**src/common/dsr_pkg.sv**
```systemverilog
// Package with constants, types and the register map of the result output sequencer.
package dsr_pkg;
    // Conversion timing, in converter clock counts.
    localparam int CYCLE_LEN = 40002;
    localparam int AZ_HOLD_LEN = 10001;
    localparam int SI_LEN = 10000;
    localparam int RI_LIMIT = 20000;
    localparam int IZ_NORM_LEN = 200;
    localparam int IZ_OVER_LEN = 6200;
    localparam int LOW_COUNT_LIMIT = 1800;
    localparam int CNT_W = 16;

    // Digit scan timing.
    localparam int NUM_DIGITS = 5;
    localparam logic [2:0] LAST_DIGIT = 3'h4;
    localparam logic [2:0] STROBE_COUNT = 3'h5;
    localparam logic [7:0] TOP_DIGIT_END = 8'd200;
    localparam logic [7:0] DIGIT_END = 8'd199;
    localparam logic [7:0] TOP_STROBE_POS = 8'd101;
    localparam logic [7:0] STROBE_POS = 8'd100;

    // APB register map.
    localparam int ADDR_W = 12;
    localparam logic [11:0] REG_CTRL = 12'h000;
    localparam logic [11:0] REG_STATUS = 12'h004;
    localparam logic [11:0] REG_RESULT = 12'h008;
    localparam int CTRL_RUN_BIT = 0;
    localparam int CTRL_START_BIT = 1;
    localparam logic CTRL_RUN_RESET = 1'b1;
    localparam int STAT_BUSY_BIT = 0;
    localparam int STAT_OVER_BIT = 1;
    localparam int STAT_LOW_BIT = 2;
    localparam int STAT_SIGN_BIT = 3;
    localparam int STAT_HOLD_BIT = 4;
    localparam int STAT_PHASE_LSB = 8;

    typedef enum logic [2:0] {PH_HOLD, PH_AZ, PH_SI, PH_RI, PH_IZ} dsr_phase_t;

    typedef struct packed {
        logic digit_sel_top;
        logic digit_sel_fourth;
        logic digit_sel_third;
        logic digit_sel_second;
        logic digit_sel_lowest;
        logic bcd_weight_eight;
        logic bcd_weight_four;
        logic bcd_weight_two;
        logic bcd_weight_one;
        logic strobe_n;
    } dsr_disp_t;

    typedef struct packed {
        logic busy;
        logic over_limit;
        logic low_count_flag;
        logic sign;
    } dsr_flags_t;

    typedef struct packed {
        logic auto_zero;
        logic sig_int;
        logic ref_int_pos;
        logic ref_int_neg;
        logic int_zero;
    } dsr_analog_t;
endpackage

```
**src/rtl/dsr_seq.sv**
```systemverilog
// Phase sequencer, result counter, digit scan and APB registers of the dual-slope converter.
//
// The address map and the APB interface to the registers were decided locally.
`timescale 1ns/1ps
module dsr_seq #(
    parameter int CYCLE_LEN_P = dsr_pkg::CYCLE_LEN,
    parameter int AZ_HOLD_LEN_P = dsr_pkg::AZ_HOLD_LEN,
    parameter int SI_LEN_P = dsr_pkg::SI_LEN,
    parameter int RI_LIMIT_P = dsr_pkg::RI_LIMIT,
    parameter int IZ_NORM_LEN_P = dsr_pkg::IZ_NORM_LEN,
    parameter int IZ_OVER_LEN_P = dsr_pkg::IZ_OVER_LEN,
    parameter int LOW_COUNT_LIMIT_P = dsr_pkg::LOW_COUNT_LIMIT
) (
    // Clock and reset
    input wire logic clk,
    input wire logic sys_rst,
    // APB slave
    input wire logic psel,
    input wire logic penable,
    input wire logic pwrite,
    input wire logic [dsr_pkg::ADDR_W-1:0] paddr,
    input wire logic [31:0] pwdata,
    output logic [31:0] prdata,
    output logic pready,
    output logic pslverr,
    // Pins from the analog side and the user
    input wire logic run_hold,
    input wire logic zero_cross,
    input wire logic polarity_in,
    // Outputs
    output dsr_pkg::dsr_disp_t disp,
    output dsr_pkg::dsr_flags_t flags,
    output dsr_pkg::dsr_analog_t analog
);
    import dsr_pkg::*;

    localparam logic [CNT_W-1:0] CYC_LAST = CNT_W'(CYCLE_LEN_P - 1);
    localparam logic [CNT_W-1:0] AZ_HOLD_LAST = CNT_W'(AZ_HOLD_LEN_P - 1);
    localparam logic [CNT_W-1:0] SI_LAST = CNT_W'(SI_LEN_P - 1);
    localparam logic [CNT_W-1:0] RI_MAX = CNT_W'(RI_LIMIT_P);
    localparam logic [CNT_W-1:0] IZ_NORM_LAST = CNT_W'(IZ_NORM_LEN_P - 1);
    localparam logic [CNT_W-1:0] IZ_OVER_LAST = CNT_W'(IZ_OVER_LEN_P - 1);
    localparam logic [CNT_W-1:0] LOW_MAX = CNT_W'(LOW_COUNT_LIMIT_P);
    localparam logic [CNT_W-1:0] CNT_ZERO = '0;
    localparam logic [CNT_W-1:0] CNT_ONE = CNT_W'(1);

    // Adds one to a five-digit BCD number.
    function automatic logic [19:0] bcd_inc(input logic [19:0] v);
        logic [19:0] r;
        logic carry;
        r = v;
        carry = 1'b1;
        for (int i = 0; i < NUM_DIGITS; i++) begin
            if (carry) begin
                if (r[i*4 +: 4] == 4'h9) begin
                    r[i*4 +: 4] = 4'h0;
                end else begin
                    r[i*4 +: 4] = r[i*4 +: 4] + 4'h1;
                    carry = 1'b0;
                end
            end
        end
        return r;
    endfunction

    // Picks one digit of the result; index 0 is the most significant.
    function automatic logic [3:0] digit_of(input logic [19:0] v, input logic [2:0] idx);
        logic [3:0] r;
        r = 4'h0;
        for (int i = 0; i < NUM_DIGITS; i++) begin
            if (idx == 3'(i)) begin
                r = v[(NUM_DIGITS-1-i)*4 +: 4];
            end
        end
        return r;
    endfunction

    // Pin synchronisers: three stages, a change counts once stages two and three agree.
    logic [2:0] s1_q, s2_q, s3_q, pin_q, pin_d;
    logic run_prev_q;
    wire logic [2:0] pins_raw = {polarity_in, zero_cross, run_hold};
    assign pin_d = (s2_q & s3_q) | (pin_q & (s2_q ^ s3_q));
    wire logic run_f = pin_q[0];
    wire logic zc_f = pin_q[1];
    wire logic pol_f = pin_q[2];

    always_ff @(posedge clk) begin
        if (sys_rst) begin
            s1_q <= 3'h0;
            s2_q <= 3'h0;
            s3_q <= 3'h0;
            pin_q <= 3'h0;
            run_prev_q <= 1'b0;
        end else begin
            s1_q <= pins_raw;
            s2_q <= s1_q;
            s3_q <= s2_q;
            pin_q <= pin_d;
            run_prev_q <= run_f;
        end
    end

    // Register state.
    logic ctrl_run_q;
    logic start_q;
    logic [31:0] prdata_q;

    // Sequencer state.
    dsr_phase_t phase_q, phase_d;
    logic [CNT_W-1:0] cnt_q, cnt_d;
    logic [CNT_W-1:0] cyc_q, cyc_d;
    logic az_hold_q, az_hold_d;
    logic [CNT_W-1:0] ref_q;
    logic [19:0] bcd_cnt_q;
    logic [19:0] result_q;
    logic busy_q, over_q, low_q, sign_q, ov_pend_q, ld_q;

    wire logic run_level = run_f & ctrl_run_q;
    wire logic start_evt = (run_f & ~run_prev_q) | start_q;
    wire logic az_done = az_hold_q ? (cnt_q == AZ_HOLD_LAST) : (cyc_q == CYC_LAST);
    wire logic ri_counting = (phase_q == PH_RI) && (cnt_q != CNT_ZERO);
    wire logic ri_zero_hit = ri_counting && zc_f;
    wire logic ri_over_hit = ri_counting && !zc_f && (ref_q == RI_MAX);
    wire logic ri_end = ri_zero_hit || ri_over_hit;
    wire logic [CNT_W-1:0] iz_last = ov_pend_q ? IZ_OVER_LAST : IZ_NORM_LAST;
    wire logic si_enter = (phase_q != PH_SI) && (phase_d == PH_SI);
    wire logic ri_enter = (phase_q == PH_SI) && (phase_d == PH_RI);

    always_comb begin
        phase_d = phase_q;
        cnt_d = cnt_q + CNT_ONE;
        cyc_d = cyc_q + CNT_ONE;
        az_hold_d = az_hold_q;
        unique case (phase_q)
            PH_HOLD: begin
                cnt_d = CNT_ZERO;
                cyc_d = CNT_ZERO;
                if (run_level || start_evt) begin
                    phase_d = PH_AZ;
                    az_hold_d = 1'b1;
                end
            end
            PH_AZ: begin
                if (az_done) begin
                    cnt_d = CNT_ZERO;
                    cyc_d = CNT_ZERO;
                    az_hold_d = 1'b0;
                    if (az_hold_q || run_level) begin
                        phase_d = PH_SI;
                    end else begin
                        phase_d = PH_HOLD;
                    end
                end
            end
            PH_SI: begin
                if (cnt_q == SI_LAST) begin
                    phase_d = PH_RI;
                    cnt_d = CNT_ZERO;
                end
            end
            PH_RI: begin
                if (ri_end) begin
                    phase_d = PH_IZ;
                    cnt_d = CNT_ZERO;
                end
            end
            PH_IZ: begin
                if (cnt_q == iz_last) begin
                    phase_d = PH_AZ;
                    cnt_d = CNT_ZERO;
                end
            end
        endcase
    end

    always_ff @(posedge clk) begin
        if (sys_rst) begin
            phase_q <= PH_HOLD;
            cnt_q <= CNT_ZERO;
            cyc_q <= CNT_ZERO;
            az_hold_q <= 1'b0;
        end else begin
            phase_q <= phase_d;
            cnt_q <= cnt_d;
            cyc_q <= cyc_d;
            az_hold_q <= az_hold_d;
        end
    end

    // Reference count: the first deintegrate clock is skipped to offset the zero-crossing delay.
    always_ff @(posedge clk) begin
        if (sys_rst) begin
            ref_q <= CNT_ZERO;
            bcd_cnt_q <= 20'h0_0000;
        end else if (ri_enter) begin
            ref_q <= CNT_ZERO;
            bcd_cnt_q <= 20'h0_0000;
        end else if (ri_counting && !ri_end) begin
            ref_q <= ref_q + CNT_ONE;
            bcd_cnt_q <= bcd_inc(bcd_cnt_q);
        end
    end

    // Busy, latch strobe and status flags.
    always_ff @(posedge clk) begin
        if (sys_rst) begin
            busy_q <= 1'b0;
            ov_pend_q <= 1'b0;
            ld_q <= 1'b0;
            result_q <= 20'h0_0000;
            over_q <= 1'b0;
            low_q <= 1'b0;
            sign_q <= 1'b0;
        end else begin
            ld_q <= ri_end;
            if (si_enter) begin
                busy_q <= 1'b1;
            end else if (ri_end) begin
                busy_q <= 1'b0;
            end
            if (ri_end) begin
                ov_pend_q <= ri_over_hit;
            end
            if (ld_q) begin
                result_q <= bcd_cnt_q;
                over_q <= ov_pend_q;
                low_q <= !ov_pend_q && (ref_q <= LOW_MAX);
            end else begin
                if (ri_enter) begin
                    over_q <= 1'b0;
                end
                if (si_enter) begin
                    low_q <= 1'b0;
                end
            end
            if (ri_enter) begin
                sign_q <= pol_f;
            end
        end
    end

    // Digit scan and transfer pulses.
    logic [2:0] dig_q;
    logic [7:0] pos_q;
    logic [2:0] strobes_left_q;
    logic blank_q;
    wire logic [7:0] pos_end = (dig_q == 3'h0) ? TOP_DIGIT_END : DIGIT_END;
    wire logic [7:0] strobe_pos = (dig_q == 3'h0) ? TOP_STROBE_POS : STROBE_POS;
    wire logic strobe_now = (strobes_left_q != 3'h0) && (pos_q == strobe_pos);
    wire logic last_strobe = strobe_now && (strobes_left_q == 3'h1);

    always_ff @(posedge clk) begin
        if (sys_rst) begin
            dig_q <= 3'h0;
            pos_q <= 8'h00;
            strobes_left_q <= 3'h0;
            blank_q <= 1'b0;
        end else if (ld_q) begin
            dig_q <= 3'h0;
            pos_q <= 8'h00;
            strobes_left_q <= STROBE_COUNT;
            blank_q <= 1'b0;
        end else if (ri_enter && blank_q) begin
            // The repeated scan after an overrange blank starts again at the top digit.
            dig_q <= 3'h0;
            pos_q <= 8'h00;
            blank_q <= 1'b0;
        end else begin
            if (pos_q == pos_end) begin
                pos_q <= 8'h00;
                dig_q <= (dig_q == LAST_DIGIT) ? 3'h0 : dig_q + 3'h1;
            end else begin
                pos_q <= pos_q + 8'h01;
            end
            if (strobe_now) begin
                strobes_left_q <= strobes_left_q - 3'h1;
            end
            if (last_strobe && over_q) begin
                blank_q <= 1'b1;
            end
        end
    end

    // Registered display outputs; selects and data move on the same edge.
    wire logic [4:0] sel_onehot = 5'h10 >> dig_q;
    // Selects drop for the load clock so the top digit always rises at the end of a measurement.
    wire logic [4:0] sel_out = (blank_q || ld_q) ? 5'h00 : sel_onehot;
    wire logic [3:0] data_out = over_q ? 4'h0 : digit_of(result_q, dig_q);
    dsr_disp_t disp_q;
    dsr_analog_t analog_q;

    always_ff @(posedge clk) begin
        if (sys_rst) begin
            disp_q <= '{default: 1'b0, strobe_n: 1'b1};
            analog_q <= '0;
        end else begin
            disp_q <= {sel_out, data_out, ~strobe_now};
            analog_q.auto_zero <= (phase_d == PH_AZ);
            analog_q.sig_int <= (phase_d == PH_SI);
            analog_q.ref_int_pos <= (phase_d == PH_RI) && (ri_enter ? pol_f : sign_q);
            analog_q.ref_int_neg <= (phase_d == PH_RI) && !(ri_enter ? pol_f : sign_q);
            analog_q.int_zero <= (phase_d == PH_IZ);
        end
    end

    assign disp = disp_q;
    assign analog = analog_q;
    assign flags = '{busy: busy_q, over_limit: over_q, low_count_flag: low_q, sign: sign_q};

    // APB slave: zero wait states, read data prepared in the setup cycle.
    wire logic hit_ctrl = (paddr == REG_CTRL);
    wire logic hit_status = (paddr == REG_STATUS);
    wire logic hit_result = (paddr == REG_RESULT);
    wire logic mapped = hit_ctrl || hit_status || hit_result;
    wire logic setup = psel && !penable;
    wire logic wr_ctrl = psel && penable && pwrite && hit_ctrl;
    logic [31:0] rd_mux;

    always_comb begin
        rd_mux = 32'h0000_0000;
        if (hit_ctrl) begin
            rd_mux[CTRL_RUN_BIT] = ctrl_run_q;
        end
        if (hit_status) begin
            rd_mux[STAT_BUSY_BIT] = busy_q;
            rd_mux[STAT_OVER_BIT] = over_q;
            rd_mux[STAT_LOW_BIT] = low_q;
            rd_mux[STAT_SIGN_BIT] = sign_q;
            rd_mux[STAT_HOLD_BIT] = (phase_q == PH_HOLD);
            rd_mux[STAT_PHASE_LSB +: 3] = phase_q;
        end
        if (hit_result) begin
            rd_mux[19:0] = result_q;
        end
    end

    always_ff @(posedge clk) begin
        if (sys_rst) begin
            ctrl_run_q <= CTRL_RUN_RESET;
            start_q <= 1'b0;
            prdata_q <= 32'h0000_0000;
        end else begin
            start_q <= wr_ctrl && pwdata[CTRL_START_BIT];
            if (wr_ctrl) begin
                ctrl_run_q <= pwdata[CTRL_RUN_BIT];
            end
            if (setup) begin
                prdata_q <= rd_mux;
            end
        end
    end

    assign prdata = prdata_q;
    assign pready = 1'b1;
    assign pslverr = psel && penable && !mapped;
endmodule

```
**config.mk**
```make
export PLATFORM = sky130hd
export DESIGN_NAME = dsr_seq
export DESIGN_NICKNAME = d
export VERILOG_FILES = /design/src/common/dsr_pkg.sv /design/src/rtl/dsr_seq.sv
export SDC_FILE = /design/constraint.sdc
export NUM_CORES = 1
export LEC_CHECK = 0
export ABC_AREA = 1
export BUFFER_PORTS_ARGS = -buffer_cell sky130_fd_sc_hd__buf_2
export CAP_MARGIN = 15
export CORE_UTILIZATION = 58
export CTS_CLUSTER_SIZE = 24
export DETAILED_ROUTE_END_ITERATION = 16
export PLACE_DENSITY = 0.8
export SYNTH_ARGS = -nofsm -noshare
export SYNTH_HDL_FRONTEND = slang
export SYNTH_SLANG_ARGS = --single-unit
```
**constraint.sdc**
```tcl
create_clock -name clk -period 2.53 [get_ports clk]
set_clock_uncertainty 0.1 [all_clocks]
set_input_delay 0.253 -clock clk [delete_from_list [all_inputs] [get_ports clk]]
set_output_delay 0.253 -clock clk [all_outputs]
set_load 0.005 [all_outputs]
```
# Word-level counts from Yosys, hierarchy flattened
# Index checks and enable logic that the tools add are counted.
# word_totals
register_bits	163
in_bits	52
out_inout_bits	53
elab_cells	219
# classes
add_sub_neg	11
magnitude_cmp	1
n_eq_ne	31
n_shift	1
muxes	65
n_bitwise	10
n_reduce_logical	55
# ops
operator	count
$mux W16	5
$pmux W16 S5	1
$add A16 B1 Y16 const B	3
$mux W4	11
$eq A16 B14 Y1 const B	2
$pmux W16 S2	1
$mux W1	31
$mux W3	10
$add A4 B1 Y4 const B	5
$eq A4 B4 Y1 const B	5
$logic_and A1 B1 Y1	20
$mux W20	1
$eq A3 B2 Y1 const B	6
$eq A16 B13 Y1	1
$eq A16 B15 Y1 const B	1
$eq A16 B16 Y1 const B	1
$le A16 B11 Y1 const B	1
$reduce_bool A16 Y1	1
$pmux W3 S5	1
$mux W13	1
$eq A12 B3 Y1 const B	1
$eq A12 B4 Y1 const B	1
$eq A3 B1 Y1 const B	4
$logic_not A12 Y1	1
28 further kinds	59

# Logic depth before layout (Yosys ltp)
# depth
depth_word	24
ltp_mapped	15
ltp_nobuf	14

# Worst setup path before layout
# No wires, ideal clock.
# synth_timing
path_type	register -> register
start	register dig_q[0]
end	register strobes_left_q[2]
setup_ns	0.110
t_arrival_ns	1.590
t_required_ns	2.320
path_slack_ns	0.730
path_stages_with_launch	12
path_buffers	0
cell_sequence	dfxtp_1 -> inv_1 -> ha_1 -> nand2_1 -> o21ai_0 -> nand3b_1 -> nor2_1 -> nand2_1 -> nand2_1 -> nand3_1 -> nand2_1 -> inv_1
# synth_via
elab_chain_cells	6
# synth_lines
item	line_no	rtl
start, declared	dsr_seq.sv:243	logic [2:0] dig_q;
start signal, assigned	dsr_seq.sv:271	dig_q <= (dig_q == LAST_DIGIT) ? 3'h0 : dig_q + 3'h1;
$logic_not A3 Y1	dsr_seq.sv:248	wire logic [7:0] strobe_pos = (dig_q == 3'h0) ? TOP_STROBE_POS : STROBE_POS;
$mux W1	dsr_seq.sv:248	
$eq A8 B7 Y1	dsr_seq.sv:249	wire logic strobe_now = (strobes_left_q != 3'h0) && (pos_q == strobe_pos);
$logic_and A1 B1 Y1	dsr_seq.sv:249	
$reduce_bool A2 Y1 (no line)	-	
$reduce_and A2 Y1 (no line)	-	
end signal, assigned	dsr_seq.sv:276	strobes_left_q <= strobes_left_q - 3'h1;
end, declared	dsr_seq.sv:245	logic [2:0] strobes_left_q;
# Every way passes these cells.
# A chain may end at the register's enable or synchronous reset.

# Worst setup path after layout
# Same ends and word-level chain as after synthesis.

==> summary.md <==
| Metric | Value |
|---|---|
| CP Capture Type | flip-flop |
| H-tree lvl count | 4 |
| Post-synth top area cell | dfxtp_1 |
| Post-Place Cells | 1262 |
| Die area | 13620 sq um |
| Number of diodes | 0 |
| Crit path buf inv count | 2 |
| Number of remaining DRC errors | 0 |
| GRT overflow | 0 |
| CP top delay family | simple AND/OR/NAND/NOR gates |
| Ports | 105 |
| Core Area | 12720 sq um |
| Status | finished, final reports clean |
| Clock Tree Root | clkbuf_16 |
| Crit path cell chain | inv_1 > ha_1 > nand2_1 > o21ai_0 > nand3b_1 > nor2_1 > nand2_1 > nand2_1 > nand3_1 > nand2_1 > inv_1 |
| Syn. warnings | 0 |
| Worst r2r src | dig_q[0] |
| Worst slack, placed | 0.3989 ns |
| Relative slew slack | 0.5836 |
| First-pass GRT wire length | 26990 microns |
| Crit path to | strobes_left_q[2] |
| Clock latency on the worst-skew pair | 0.43 ns |
| Crit-path max FO | 6 |
| Power per Cell Area | 636.8 nW/um^2 |
| RePlAce Congestion | 0.8846 |
| Post-synth EDFFs | 0 |
| Avg Synthesized Cell Area | 7.263 sq um |
| Max-cap violations | 0 |
| DP Wirelength | 11880 microns |
| Post-DRT Antenna Nets | 0 |
| Mapped Cells | 1051 |
| Slew @ Worst Pin | 0.6230 ns |
| Busiest grt layer | met2 |
| Setup violators final | 0 |
| Vias in the first global route | 5946 |
| Vias per cell | 5.129 |
| CP max stage cell | dfxtp_1 |
| Synth cell types | 44 |
| WL final | 16470 microns |
| Main area contributors after synthesis | dfxtp_1 (43%), nand2_1 (9.8%), nor2_1 (7.4%) |
| Clock sinks | 163 |
| Initial antenna violation count | 0 |
| Die height | 116.7 microns |
| Register area | 3263 sq um |
| Final Power | 5.506 mW |
| Initial core utilization | 0.6000 |
| Max incr delay on CP | 0.43 ns |
| Worst R2R Setup Slack | 0.39 ns |
| Pleak | 3.459 nW |
| Peak supply drop | 0.0005797 V |
| Row cnt | 41 |
| Top FF cell, synth | dfxtp_1 |
| Unrepaired setup endpoints after global routing | no |
| Min Tclk post-route | 2.140 ns |
| Drt first pass iters | 6 |
| Inserted Clock Buffers | 17 |
| Clock transition at the registers of the reported paths | 0.06 ns |
| Area Growth Syn to Fin | 13.28% |
| # nets final | 1183 |
| Type of the worst min-delay path | input pin to flip-flop |
| Critical path startpoint category | flip-flop |
| Global Route Usage Sum | 0.2544 |
| Max Slew Vio Count | 0 |
| Final Hold Fails | 0 |
| Async SR Flop Fraction | 0 |
| Buffers added on ports | 61 |
| Vias | 6658 |
| CP Launch Point | dig_q[0] |
| Register-to-Register Path Depth | 11 |
| # Post-CTS Setup Buffers | 0 |
| Multi-input logic area | 3613 sq um |
| Seq cells post-synth | 163 |
| Met1 Usage GRT | 0.3082 |
| Sequential area share after synthesis | 0.4275 |
| Setup_tns | 0 ns |
| Synth Cell Area | 7634 sq um |
| Post-DR wirelength/cell | 12.68 microns |
| Final Util | 0.6797 |
| Met3 usage | 0.06591 |
| Critical Path AT | 2.37 ns |
| Setup CP Type | flip-flop to flip-flop |
| Met2 usage | 0.4394 |
| Worst EP required | 2.76 ns |
| CTS Buffer Depth | 2 |
| Slack of the critical path | 0.3899 ns |
| Die X | 116.7 microns |
| Most used cell, CP | nand2_1 |
| CTS tree | done |
| Layout cells sized above 1 | 0.1119 |
| Synth top area share | 0.4275 |
| Fin cells | 1298 |
| Crit path depth | 11 |
| DRT iter0 DRCs | 566 |
| Pin count of the biggest net entering global routing | 37 |
| Fmax | 467.3 MHz |
| Fin crit share | 0.8459 |
| R2R Path End | strobes_left_q[2] |
| Filler cells | 1089 |
==> cells in the mapped netlist (2+ instances only) <==
cell type	n
nor2_4	2
nand3_1	51
nor4_1	4
xnor2_1	15
nor3b_1	4
nand4_1	18
o21bai_1	3
nand2_1	199
inv_2	3
inv_1	139
nand3b_1	4
ha_1	18
nand2_4	2
or2_2	3
dfxtp_1	163
nor3_1	26
o22ai_1	14
o211ai_1	13
o221ai_1	5
clkbuf_1	13
xor2_1	24
o21ai_0	57
buf_2	6
nor2_1	151
nand2_2	4
conb_1	2
nor2_2	5
buf_4	20
a21oi_1	68
==> layout by cell type (no fill, tap or decap), types with 3 or more instances in the layout <==
master / n
or2_2: 3
inv_1: 139
nor4_1: 4
ha_1: 18
nor2_1: 150
nand2_2: 4
o21bai_1: 3
clkbuf_16: 17
o22ai_1: 14
conb_1: 13
o21ai_0: 57
nand3b_1: 4
inv_2: 3
dlygate4sd3_1: 4
nor3_1: 26
buf_4: 8
buf_2: 61
dfxtp_1: 163
xor2_1: 24
o221ai_1: 5
nand4_1: 18
inv_6: 3
nor2_2: 6
a21oi_1: 68
nand3_1: 51
nor3b_1: 4
xnor2_1: 15
o211ai_1: 13
clkinvlp_4: 6
nand2_1: 199
==> per-layer routing <==
metal / vias up / share of wire
li1: 3469 / -
met1: 3012 / 0.45
met2: 149 / 0.49
met3: 28 / 0.044
met4: 0 / 0.019
met5: - / 0
==> report_power, final <==
group          leakage (nW)  switching [mW]  internal [mW]
Combinational          1.87           0.191          0.112
Sequential             1.32          0.0364           2.62
Clock                 0.272            1.07           1.49
==> flip-flops by register name (all words and copies together), names as in the netlist, 3 cells and up <==
signal          count
pos_q               8
phase_q             3
s3_q                3
disp               10
ref_q              16
cyc_q              16
strobes_left_q      3
prdata             20
bcd_cnt_q          20
dig_q               3
cnt_q              16
s1_q                3
analog              5
s2_q                3
result_q           20
pin_q               3
==> stage by stage <==
stage / hold WS [ns] / area, sq um
4_1_cts: 0.002729 / 8647
3_3_place_gp: 0.2979 / 8014
2_1_floorplan: 0.2600 / 7675
6_report: 0.01015 / 8647
3_5_place_dp: 0.2994 / 8014
5_1_grt: 0.02377 / 8647
==> how the worst min path moves through the flow <==
stage	from	to	slack, ns	depth (start not counted)
2_1_floorplan	run_hold	s1_q[0]	0.26	2
3_3_place_gp	s1_q[0]	s2_q[0]	0.30	2
3_5_place_dp	s1_q[2]	s2_q[2]	0.30	2
4_1_cts	pwdata[1]	start_q	0.003	3
5_1_grt	pwdata[1]	start_q	0.02	3
6_report	pwdata[1]	start_q	0.01	3
==> area by class of cell <==
| cell class | count | area share |
|---|---|---|
| multi-input cells | 714 | 0.4179 |
| inverters | 143 | 0.06207 |
| repair buffers | 74 | 0.04920 |
| well taps | 172 | 0.02489 |
| clock buffers | 18 | 0.05079 |
| clock inverters | 14 | 0.01780 |
| flip-flops and latches | 163 | 0.3774 |
==> worst reg2reg max path, cell delays in order (launching register included) <==
cell,delay (ns)
dfxtp_1,0.43
inv_1,0.13
ha_1,0.22
nand2_1,0.18
o21ai_0,0.13
nand3b_1,0.23
nor2_1,0.30
nand2_1,0.09
nand2_1,0.07
nand3_1,0.06
nand2_1,0.07
inv_1,0.03
==> cell families (layout without fill, tap and decap cells) <==
logic type | after synthesis | in the layout | share of synthesized area
and+or+nand+nor | 477 | 477 | 0.2693
xor gates and xnor gates | 39 | 39 | 0.04475
other | 2 | 13 | 0.0009838
adders and majority gates | 18 | 18 | 0.02950
DFF | 163 | 163 | 0.4275
buffers and inverters | 185 | 249 | 0.1049
AOI/OAI and AO/OA | 167 | 167 | 0.1231
==> timing repair <==
action,in CTS,in global routing
resized for setup,0,0
hold buffers,4,0
hold endpoints to repair,4,0
Power figures use the tool's default switching activity.
